`src/inc/jesd_cfg_pkg.sv`:
```
// Purpose: shared constants and helpers for the channel and sync-header configuration link
// Assumes: 9-bit samples from four channels, register port with 10-bit addresses
// Notes: device register offsets are the device's own; controller offsets are APB byte addresses
package jesd_cfg_pkg;
	// ------------------------------------------------------------
	// device register map
	// ------------------------------------------------------------
	localparam int DEV_ADDR_W = 10;
	localparam int DEV_DATA_W = 8;
	localparam logic [9:0] CHAN_EN_ADDR = 10'h209;
	localparam logic [2:0] CHAN_EN_RESET = 3'h3;
	localparam logic [9:0] SYNC_SEL_ADDR = 10'h20f;
	localparam logic [1:0] SYNC_SEL_RESET = 2'h0;
	localparam logic [9:0] LANE_INFO_ADDR = 10'h2f0;
	localparam int LOWER_BIT = 0;
	localparam int UPPER_BIT = 1;
	localparam int SINGLE_BIT = 2;
	localparam logic [1:0] SYNC_CRC = 2'h0;
	localparam logic [1:0] SYNC_FEC = 2'h2;
	// ------------------------------------------------------------
	// link word layout
	// ------------------------------------------------------------
	localparam int SAMPLE_W = 9;
	localparam int CHANNELS = 4;
	localparam int SLOT_W = SAMPLE_W * CHANNELS;
	localparam int SYNC_WORD_W = 32;
	localparam int FIFO_DEPTH = 8;
	localparam logic [1:0] HDR_NONE = 2'h0;
	localparam logic [1:0] HDR_CRC = 2'h1;
	localparam logic [1:0] HDR_FEC = 2'h2;
	localparam logic [25:0] CRC12_POLY = 26'h000080f;
	localparam logic [25:0] FEC_POLY = 26'h0220211;
	localparam logic [4:0] CRC12_TOP = 5'd11;
	localparam logic [4:0] FEC_TOP = 5'd25;
	localparam int MODE_W = 4;
	localparam int MODE_ENC66_BIT = 3;
	// ------------------------------------------------------------
	// controller APB map
	// ------------------------------------------------------------
	localparam int APB_ADDR_W = 8;
	localparam logic [7:0] CTRL_OFS = 8'h00;
	localparam logic [7:0] CHAN_OFS = 8'h04;
	localparam logic [7:0] SYNC_OFS = 8'h08;
	localparam logic [7:0] INFO_OFS = 8'h0c;
	localparam logic [7:0] STATUS_OFS = 8'h10;
	localparam logic [7:0] LANE_LO_OFS = 8'h14;
	localparam logic [7:0] LANE_HI_OFS = 8'h18;
	localparam logic [7:0] SYNC_WORD_OFS = 8'h1c;
	localparam int LINK_EN_BIT = 0;
	localparam int CAL_EN_BIT = 1;
	localparam int MODE_LSB = 4;
	localparam int CAP_BIT = 0;
	localparam int REFUSED_BIT = 1;

	typedef logic [MODE_W-1:0] mode_t;

	// remainder of a bit-serial LFSR division, msb first; top is the degree minus one
	function automatic logic [25:0] lfsr_rem(input logic [SLOT_W-1:0] d,
		input logic [25:0] poly, input logic [4:0] top);
		logic [25:0] r;
		logic [25:0] mask;
		logic fb;
		r = 26'h0;
		mask = (26'h1 << (top + 5'd1)) - 26'h1;
		for (int i = SLOT_W - 1; i >= 0; i--) begin
			fb = d[i] ^ r[top];
			r = ((r << 1) & mask) ^ (fb ? poly : 26'h0);
		end
		return r;
	endfunction : lfsr_rem
endpackage : jesd_cfg_pkg

```
`src/inc/jesd_cfg_if.sv`:
```
// Purpose: carrier between the converter-side transmitter and its controller
// Assumes: one clock shared by both ends
// Notes: register port is request/acknowledge; lane words use valid/ready
`timescale 1ns/1ps
interface jesd_cfg_if;
	import jesd_cfg_pkg::*;
	logic reg_req;
	logic reg_write;
	logic [DEV_ADDR_W-1:0] reg_addr;
	logic [DEV_DATA_W-1:0] reg_wdata;
	logic reg_ack;
	logic [DEV_DATA_W-1:0] reg_rdata;
	logic link_enable;
	logic calib_enable;
	mode_t link_mode_select;
	logic lane_valid;
	logic lane_ready;
	logic [SLOT_W-1:0] lane_data;
	logic [3:0] lane_index;
	logic lane_tail;
	logic [1:0] header_kind;
	logic [SYNC_WORD_W-1:0] sync_word;

	modport device(input reg_req, reg_write, reg_addr, reg_wdata, link_enable, calib_enable,
		link_mode_select, lane_ready, output reg_ack, reg_rdata, lane_valid, lane_data,
		lane_index, lane_tail, header_kind, sync_word);
	modport controller(output reg_req, reg_write, reg_addr, reg_wdata, link_enable,
		calib_enable, link_mode_select, lane_ready, input reg_ack, reg_rdata, lane_valid,
		lane_data, lane_index, lane_tail, header_kind, sync_word);
endinterface : jesd_cfg_if

```
`src/design/sample_fifo.sv`:
```
// Purpose: first-in first-out buffer for sample words
// Assumes: DEPTH is a power of two
// Notes: out_data is read straight from the storage flops
`timescale 1ns/1ps
module sample_fifo #(
	parameter int WIDTH = 36,
	parameter int DEPTH = 8
) (
	input wire logic mclk,
	input wire logic reset_n,
	input wire logic in_valid,
	output logic in_ready,
	input wire logic [WIDTH-1:0] in_data,
	output logic out_valid,
	input wire logic out_ready,
	output logic [WIDTH-1:0] out_data
);
	localparam int PW = $clog2(DEPTH);
	typedef struct packed {
		logic [DEPTH-1:0][WIDTH-1:0] mem;
		logic [PW-1:0] wr_ptr;
		logic [PW-1:0] rd_ptr;
		logic [PW:0] count;
	} fifo_state_s;
	fifo_state_s state_reg;
	fifo_state_s state_next;
	logic push;
	logic pop;

	assign in_ready = (state_reg.count != (PW + 1)'(DEPTH));
	assign out_valid = (state_reg.count != '0);
	assign out_data = state_reg.mem[state_reg.rd_ptr];
	assign push = in_valid && in_ready;
	assign pop = out_valid && out_ready;

	always_comb begin
		state_next = state_reg;
		if (push) begin
			state_next.mem[state_reg.wr_ptr] = in_data;
			state_next.wr_ptr = state_reg.wr_ptr + 1'b1;
		end
		if (pop) begin
			state_next.rd_ptr = state_reg.rd_ptr + 1'b1;
		end
		if (push && !pop) begin
			state_next.count = state_reg.count + 1'b1;
		end else if (pop && !push) begin
			state_next.count = state_reg.count - 1'b1;
		end
	end

	always_ff @(posedge mclk) begin
		if (!reset_n) begin
			state_reg <= '0;
		end else begin
			state_reg <= state_next;
		end
	end
endmodule : sample_fifo

```
`src/design/jesd_cfg_device.sv`:
```
// Purpose: converter-side transmitter configuration: channel pairs, lane scaling, sync header
// Assumes: controller keeps link and calibration enables low while reconfiguring
// Notes: one lane word per lane per frame; every word carries the whole slot vector
//
// What this block does
// - single-channel mode keeps channels B, C, D off
// - software sets lower pair with single mode
// - upper pair bit enables channels C and D
// - lower pair bit enables channels A and B
// - software disables calibration and link before changes
// - software never disables every channel pair
// - one pair off halves lanes, converters
// - odd full lanes with pair off: tail bits
// - lower pair off: C, D take A, B slots
// - sync field: 0 sends CRC-12, 2 FEC
// - sync selection only in 64B/66B; 32 bits
// - command fields always zero, idle headers
// - sync selection changed only with link disabled
// - software writes reserved bits as zero
//
// Decided for this implementation: the APB register port.
`timescale 1ns/1ps
module jesd_cfg_device #(
	parameter int FIFO_DEPTH = jesd_cfg_pkg::FIFO_DEPTH
) (
	input wire logic mclk,
	input wire logic reset_n,
	jesd_cfg_if.device link,
	input wire logic sample_valid,
	output logic sample_ready,
	input wire logic [jesd_cfg_pkg::SLOT_W-1:0] sample_data,
	output logic [jesd_cfg_pkg::CHANNELS-1:0] channel_power,
	output logic [3:0] lanes_active,
	output logic [2:0] converters_active
);
	import jesd_cfg_pkg::*;

	// ------------------------------------------------------------
	// state
	// ------------------------------------------------------------
	typedef enum logic [1:0] {
		st_idle = 2'b00,
		st_emit = 2'b01
	} frame_state_e;

	typedef struct packed {
		logic [2:0] chan_en;
		logic [1:0] sync_sel;
		frame_state_e state;
		logic [3:0] lane_cnt;
		logic [SLOT_W-1:0] slots;
		logic [SYNC_WORD_W-1:0] frame_sync;
		logic [1:0] frame_kind;
		logic out_valid;
		logic [SLOT_W-1:0] out_data;
		logic [3:0] out_index;
		logic out_tail;
		logic [1:0] out_kind;
		logic [SYNC_WORD_W-1:0] out_sync;
		logic ack;
		logic [DEV_DATA_W-1:0] rdata;
	} dev_state_s;

	dev_state_s state_reg;
	dev_state_s state_next;

	logic fifo_valid;
	logic fifo_ready;
	logic [SLOT_W-1:0] fifo_data;

	// ------------------------------------------------------------
	// sample buffer
	// ------------------------------------------------------------
	// back-pressure: a disabled link stops popping, so the source stalls once it fills
	sample_fifo #(
		.WIDTH(SLOT_W),
		.DEPTH(FIFO_DEPTH)
	) u_fifo (
		.mclk(mclk),
		.reset_n(reset_n),
		.in_valid(sample_valid),
		.in_ready(sample_ready),
		.in_data(sample_data),
		.out_valid(fifo_valid),
		.out_ready(fifo_ready),
		.out_data(fifo_data)
	);

	// ------------------------------------------------------------
	// channel and lane decode
	// ------------------------------------------------------------
	logic single;
	logic lower_on;
	logic upper_on;
	logic pair_off;
	logic [3:0] lanes_full;
	logic [3:0] lanes;
	logic [2:0] converters;
	logic tail_needed;
	logic enc66;
	logic [SLOT_W-1:0] mapped;
	logic [1:0] hdr_kind;
	logic [SYNC_WORD_W-1:0] sync_calc;

	assign single = state_reg.chan_en[SINGLE_BIT];
	assign lower_on = state_reg.chan_en[LOWER_BIT];
	assign upper_on = state_reg.chan_en[UPPER_BIT] && !single;
	assign channel_power[0] = lower_on;
	assign channel_power[1] = lower_on && !single;
	assign channel_power[2] = upper_on;
	assign channel_power[3] = upper_on;
	assign pair_off = !(lower_on && upper_on);
	// full-mode lane count comes from the low bits of the mode; four converters in full mode
	assign lanes_full = {1'b0, link.link_mode_select[2:0]} + 4'h1;
	assign lanes = pair_off ? ((lanes_full + 4'h1) >> 1) : lanes_full;
	assign converters = single ? 3'd1 : (pair_off ? 3'd2 : 3'd4);
	assign tail_needed = pair_off && lanes_full[0];
	assign enc66 = link.link_mode_select[MODE_ENC66_BIT];
	assign lanes_active = lanes;
	assign converters_active = converters;

	always_comb begin
		mapped = '0;
		if (single) begin
			mapped[SAMPLE_W-1:0] = fifo_data[SAMPLE_W-1:0];
		end else if (lower_on && upper_on) begin
			mapped = fifo_data;
		end else if (lower_on) begin
			mapped[2*SAMPLE_W-1:0] = fifo_data[2*SAMPLE_W-1:0];
		end else begin
			// C and D move down into the A and B slots
			mapped[2*SAMPLE_W-1:0] = fifo_data[SLOT_W-1:2*SAMPLE_W];
		end
	end

	// reserved selections fall back to CRC-12 rather than sending an undefined header
	always_comb begin
		hdr_kind = HDR_NONE;
		sync_calc = '0;
		if (enc66) begin
			if (state_reg.sync_sel == SYNC_FEC) begin
				hdr_kind = HDR_FEC;
				// upper command bits stay zero: idle headers only
				sync_calc = {6'h0, lfsr_rem(mapped, FEC_POLY, FEC_TOP)};
			end else begin
				hdr_kind = HDR_CRC;
				sync_calc = {20'h0, lfsr_rem(mapped, CRC12_POLY, CRC12_TOP)[11:0]};
			end
		end
	end

	// ------------------------------------------------------------
	// next state
	// ------------------------------------------------------------
	assign fifo_ready = (state_reg.state == st_idle) && link.link_enable;

	always_comb begin
		state_next = state_reg;
		state_next.ack = 1'b0;
		if (state_reg.out_valid && link.lane_ready) begin
			state_next.out_valid = 1'b0;
		end
		unique case (state_reg.state)
			st_idle: begin
				if (link.link_enable && fifo_valid) begin
					state_next.slots = mapped;
					state_next.frame_sync = sync_calc;
					state_next.frame_kind = hdr_kind;
					state_next.lane_cnt = 4'h0;
					state_next.state = st_emit;
				end
			end
			st_emit: begin
				if (!state_reg.out_valid || link.lane_ready) begin
					state_next.out_valid = 1'b1;
					state_next.out_data = state_reg.slots;
					state_next.out_index = state_reg.lane_cnt;
					state_next.out_tail = tail_needed && (state_reg.lane_cnt == lanes - 4'h1);
					state_next.out_kind = state_reg.frame_kind;
					state_next.out_sync = state_reg.frame_sync;
					if (state_reg.lane_cnt >= lanes - 4'h1) begin
						state_next.state = st_idle;
					end else begin
						state_next.lane_cnt = state_reg.lane_cnt + 4'h1;
					end
				end
			end
		endcase
		// dropping the link abandons the frame in flight
		if (!link.link_enable) begin
			state_next.state = st_idle;
			state_next.out_valid = 1'b0;
		end
		// register port: one acknowledge per request, the cycle after it is seen
		if (link.reg_req && !state_reg.ack) begin
			state_next.ack = 1'b1;
			state_next.rdata = '0;
			if (link.reg_write) begin
				if (link.reg_addr == CHAN_EN_ADDR) begin
					state_next.chan_en = link.reg_wdata[2:0];
				end else if (link.reg_addr == SYNC_SEL_ADDR) begin
					state_next.sync_sel = link.reg_wdata[1:0];
				end
			end else if (link.reg_addr == CHAN_EN_ADDR) begin
				state_next.rdata = {5'h0, state_reg.chan_en};
			end else if (link.reg_addr == SYNC_SEL_ADDR) begin
				state_next.rdata = {6'h0, state_reg.sync_sel};
			end else if (link.reg_addr == LANE_INFO_ADDR) begin
				state_next.rdata = {1'b0, converters, lanes};
			end
		end
	end

	always_ff @(posedge mclk) begin
		if (!reset_n) begin
			state_reg <= '0;
			state_reg.chan_en <= CHAN_EN_RESET;
			state_reg.sync_sel <= SYNC_SEL_RESET;
			state_reg.state <= st_idle;
		end else begin
			state_reg <= state_next;
		end
	end

	// ------------------------------------------------------------
	// outputs
	// ------------------------------------------------------------
	assign link.reg_ack = state_reg.ack;
	assign link.reg_rdata = state_reg.rdata;
	assign link.lane_valid = state_reg.out_valid;
	assign link.lane_data = state_reg.out_data;
	assign link.lane_index = state_reg.out_index;
	assign link.lane_tail = state_reg.out_tail;
	assign link.header_kind = state_reg.out_kind;
	assign link.sync_word = state_reg.out_sync;
endmodule : jesd_cfg_device

```
`src/flat_wrapper.sv`:
```
// flat-port wrapper written by rule: the top's interface ports become plain ports
module jesd_cfg_device_flat import jesd_cfg_pkg::*;
#(
	parameter int FIFO_DEPTH = jesd_cfg_pkg::FIFO_DEPTH
)
  (mclk, reset_n, sample_valid, sample_ready, sample_data, channel_power, lanes_active, converters_active, link_reg_req, link_reg_write, link_reg_addr, link_reg_wdata, link_link_enable, link_calib_enable, link_link_mode_select, link_lane_ready, link_reg_ack, link_reg_rdata, link_lane_valid, link_lane_data, link_lane_index, link_lane_tail, link_header_kind, link_sync_word);
  jesd_cfg_if link_i ();
  input wire logic mclk;
  input wire logic reset_n;
  input wire logic sample_valid;
  output logic sample_ready;
  input wire logic [jesd_cfg_pkg::SLOT_W-1:0] sample_data;
  output logic [jesd_cfg_pkg::CHANNELS-1:0] channel_power;
  output logic [3:0] lanes_active;
  output logic [2:0] converters_active;
  input wire logic [$bits(link_i.reg_req)-1:0] link_reg_req;
  input wire logic [$bits(link_i.reg_write)-1:0] link_reg_write;
  input wire logic [$bits(link_i.reg_addr)-1:0] link_reg_addr;
  input wire logic [$bits(link_i.reg_wdata)-1:0] link_reg_wdata;
  input wire logic [$bits(link_i.link_enable)-1:0] link_link_enable;
  input wire logic [$bits(link_i.calib_enable)-1:0] link_calib_enable;
  input wire logic [$bits(link_i.link_mode_select)-1:0] link_link_mode_select;
  input wire logic [$bits(link_i.lane_ready)-1:0] link_lane_ready;
  output wire logic [$bits(link_i.reg_ack)-1:0] link_reg_ack;
  output wire logic [$bits(link_i.reg_rdata)-1:0] link_reg_rdata;
  output wire logic [$bits(link_i.lane_valid)-1:0] link_lane_valid;
  output wire logic [$bits(link_i.lane_data)-1:0] link_lane_data;
  output wire logic [$bits(link_i.lane_index)-1:0] link_lane_index;
  output wire logic [$bits(link_i.lane_tail)-1:0] link_lane_tail;
  output wire logic [$bits(link_i.header_kind)-1:0] link_header_kind;
  output wire logic [$bits(link_i.sync_word)-1:0] link_sync_word;
  assign link_i.reg_req = link_reg_req;
  assign link_i.reg_write = link_reg_write;
  assign link_i.reg_addr = link_reg_addr;
  assign link_i.reg_wdata = link_reg_wdata;
  assign link_i.link_enable = link_link_enable;
  assign link_i.calib_enable = link_calib_enable;
  assign link_i.link_mode_select = link_link_mode_select;
  assign link_i.lane_ready = link_lane_ready;
  assign link_reg_ack = link_i.reg_ack;
  assign link_reg_rdata = link_i.reg_rdata;
  assign link_lane_valid = link_i.lane_valid;
  assign link_lane_data = link_i.lane_data;
  assign link_lane_index = link_i.lane_index;
  assign link_lane_tail = link_i.lane_tail;
  assign link_header_kind = link_i.header_kind;
  assign link_sync_word = link_i.sync_word;
  jesd_cfg_device #(.FIFO_DEPTH(FIFO_DEPTH)) u_core (.mclk(mclk), .reset_n(reset_n), .link(link_i), .sample_valid(sample_valid), .sample_ready(sample_ready), .sample_data(sample_data), .channel_power(channel_power), .lanes_active(lanes_active), .converters_active(converters_active));
endmodule
```
`config.mk`:
```
export PLATFORM = sky130hd
export DESIGN_NAME = jesd_cfg_device_flat
export DESIGN_NICKNAME = d
export VERILOG_FILES = /design/src/inc/jesd_cfg_pkg.sv /design/src/inc/jesd_cfg_if.sv /design/src/design/sample_fifo.sv /design/src/design/jesd_cfg_device.sv /design/src/flat_wrapper.sv
export SDC_FILE = /design/constraint.sdc
export NUM_CORES = 1
export LEC_CHECK = 0
export BUFFER_PORTS_ARGS = -buffer_cell sky130_fd_sc_hd__clkbuf_2
export CAP_MARGIN = 15
export CORE_ASPECT_RATIO = 1.1
export CORE_MARGIN = 5
export CORE_UTILIZATION = 61
export DETAILED_ROUTE_END_ITERATION = 12
export PLACE_DENSITY = 0.79
export SYNTH_ARGS = -nofsm -noshare
export SYNTH_HDL_FRONTEND = slang
export SYNTH_SLANG_ARGS = --single-unit
```
`constraint.sdc`:
```
create_clock -name mclk -period 5.19 [get_ports mclk]
set_clock_uncertainty 0.15 [all_clocks]
set_input_delay 0.519 -clock mclk [delete_from_list [all_inputs] [get_ports mclk]]
set_output_delay 0.519 -clock mclk [all_outputs]
set_load 0.02 [all_outputs]
```
==> reports/results.ini <==
[run]
cap_violations = 0

[cells_and_area]
layout-drive-gt1-share_pct = 15.9
n_fill_cell = 2886
layout_commonest_cell = nand2_1
synthToLayoutAreaGrowth_pct = 8.95
nets = 2615
final_cell_mix = nand2_1, dfxtp_1, a21oi_1
largest_register_ffs = 298

[critical_path]
cp-end-kind = flip-flop
crit_start = u_core.u_fifo.state_reg[4]
cp_cell_sequence = buf_4 > mux4_2 > mux2i_4 > xnor2_1 > mux2i_1 > o211ai_1 > xnor2_1 > xnor3_2 > xnor3_2 > or4_1 > nand4_1 > a21boi_1
start_kind = flip-flop
crit_path_max_incr_delay_ns = 0.69
slowest_stage = dfxtp_4
worstSetupPathType = reg -> reg
path_max_fanout = 25
crit_family = XOR/XNOR gates
regToRegEndpoint = u_core.state_reg[98]
cp_num_buf_inv = 1
rr_startpoint = u_core.u_fifo.state_reg[4]
r2r_setup_slack_ns = 0.52
critPathArrivalTime_ns = 4.97
r2r_cells = 12
required_ns = 5.49

[power_and_ir_drop]
combPwrFrac_pct = 49.0
seqPwrFrac_pct = 26.9
power_density_nw_per_um2 = 593
cellLeakagePower_nw = 8.75
clockPowerShare_pct = 24.1
p_int_mw = 8.96
switchingPower_mw = 5.19
vdd_drop_max_mv = 0.670
netSwitchingFraction_pct = 36.7

[timing]
max_clock_freq_ghz = 0.214
grt_setup_unrepaired = no
tightestPinTransition_ns = 1.08
finalCritPeriodShare_pct = 90.0
hold_viol = 0
setup_slack_ns = 0.517
tns_ns = 0
maxSlewHeadroom_pct = 28.2
setup_violations = 0
slew_violations = 0
post-route-min-period_ns = 4.67

[synthesis]
async_reset_ff_share_pct = 0
synth_area_sq_um = 21900
ys.flop_type = dfxtp_1
yosys_register_bits = 450
synth.top_cell.area_share_pct = 41.1
yosysWarningCount = 0
syn-instance-count = 2558
synth.distinct_cells = 65
ys_seq_area_share_pct = 41.1
synth_edf_count = 0
synth_area_leaders = dfxtp_1, nand2_1, a21oi_1
postSynthAreaPerCell_sq_um = 8.56
yosysTopAreaCell = dfxtp_1

[global_route]
grt_start_max_net_pins = 201
grt_antenna_before_repair = 4
gr-total-overflow = 0
grt_pass1_wl_um = 94500
grt_pass1_vias = 17500
grt_util_all_layers_pct = 29.3

[routing]
wl_um = 59800
via_count = 17800
routedWlPerCell_um = 19.6
avgViaCountPerCell = 5.84
drtPass1Iterations = 6
ant_nets = 0
drt_iter0_drc = 1702
route.detailed.drc = 0

[placement]
gp_congestion = 0.930
place_ws_ns = 0.615
io_buffers = 149
dp_hpwl_um = 38600

[clock_tree]
clkSinkCount = 450
hold_buffers = 0
cts_buffer_depth = 3
cts_setup_buffers = 0
cts-root-buf = clkbuf_16
ctsHtreeMaxLevel = 2
cts_buffers = 45
ctsResizeCount = 0
clk_latency_ns = 0.56
cts_tree = yes
clkTransAtPathRegs_ns = 0.07

[die]
die_h_um = 209
fp.dieW_um = 191
ioPinCount = 163
num_rows = 72
die_area_sq_um = 39800
coreArea_sq_um = 35300
start_util_pct = 62.0

[worst_hold_path]
hold_path_startpoint = link_link_enable
min_to = u_core.state_reg[159]
worstHoldPathType = in -> reg
hold-path-cell-count = 3

[status]
status = completed

worst reg2reg max path, stage by stage, from the launching register on:
cell	delay (ns)
dfxtp_4	0.69
buf_4	0.31
mux4_2	0.57
mux2i_4	0.34
xnor2_1	0.23
mux2i_1	0.24
o211ai_1	0.18
xnor2_1	0.35
xnor3_2	0.43
xnor3_2	0.39
or4_1	0.52
nand4_1	0.12
a21boi_1	0.07
power by group through the flow:
stage | Sequential [mW] | Clock, mW | Combinational [mW]
floorplan | 3.78 | 0 | 5.49
global placement | 3.87 | 0 | 6.82
detailed placement | 3.88 | 0 | 6.90
CTS | 3.81 | 3.44 | 6.93
global route | 3.83 | 3.60 | 7.44
finish | 3.81 | 3.41 | 6.94
worst max-delay path by stage:
stage | end | cells after the start
finish | u_core.state_reg[98] | 12
detailed placement | u_core.state_reg[98] | 12
floorplan | u_core.state_reg[158] | 18
CTS | u_core.state_reg[98] | 12
global route | u_core.state_reg[87] | 13
global placement | u_core.state_reg[98] | 12
layout make-up:
cell class | count | area (sq um) | area share, %
antenna | 4 | 10.0 | 0.0420
clock buffer | 59 | 1280 | 5.37
clock inverter | 19 | 283 | 1.19
inverter | 12 | 52.6 | 0.220
multi-input combinational | 1816 | 11300 | 47.5
sequential | 450 | 9020 | 37.8
tap | 481 | 602 | 2.52
timing repair buffer | 210 | 1290 | 5.41
stage by stage:
| step | instances | power, mW | hold slack, ns | utilization [%] | instance area (sq um) |
|---|---|---|---|---|---|
| detailed placement | 2969 | 10.8 | 0.286 | 63.1 | 22300 |
| global route | 3051 | 14.9 | 0.0556 | 67.6 | 23900 |
| floorplan | 2564 | 9.26 | 0.273 | - | 21900 |
| CTS | 3047 | 14.2 | 0.0459 | 67.5 | 23800 |
| global placement | 2969 | 10.7 | 0.284 | 63.1 | 22300 |
| finish | 3051 | 14.2 | 0.0510 | 67.6 | 23900 |
cells in the mapped netlist (all sizes together) (4+ instances only):
library cell and count:
xor2 77, nor2 94, or3 4, a222oi 4, xnor2 105, buf 123, and2 4, nor4 4
inv 11, nor3b 7, ha 13, dfxtp 450, nand3 8, nand2b 8, a22oi 9, a21oi 407
xnor3 23, o21ai 23, clkbuf 163, nand4 6, mux2i 48, nand2 823, nor3 12, mux4 88
nor2b 7, a22o 7
routing by layer:
layer / track usage, % / vias up / wire length [um]
met5: 0 / - / 0
met4: 11.5 / 0 / 2230
met3: 4.07 / 157 / 4810
met2: 50.6 / 829 / 29700
met1: 37.2 / 8487 / 23100
li1: - / 8357 / -
kinds of logic (layout without fill, tap and decap cells):
kind of cell	Yosys count	after routing	synth area share [%]
simple gates	987	987	17.7
compound gates	466	466	11.2
flops	450	450	41.1
buf+inv	298	300	7.47
xor+xnor	205	205	9.93
mux	137	137	11.6
fa+ha+maj	14	14	0.834
other cells	1	11	0.0171
No activity file was read; power rests on OpenSTA's default activity.
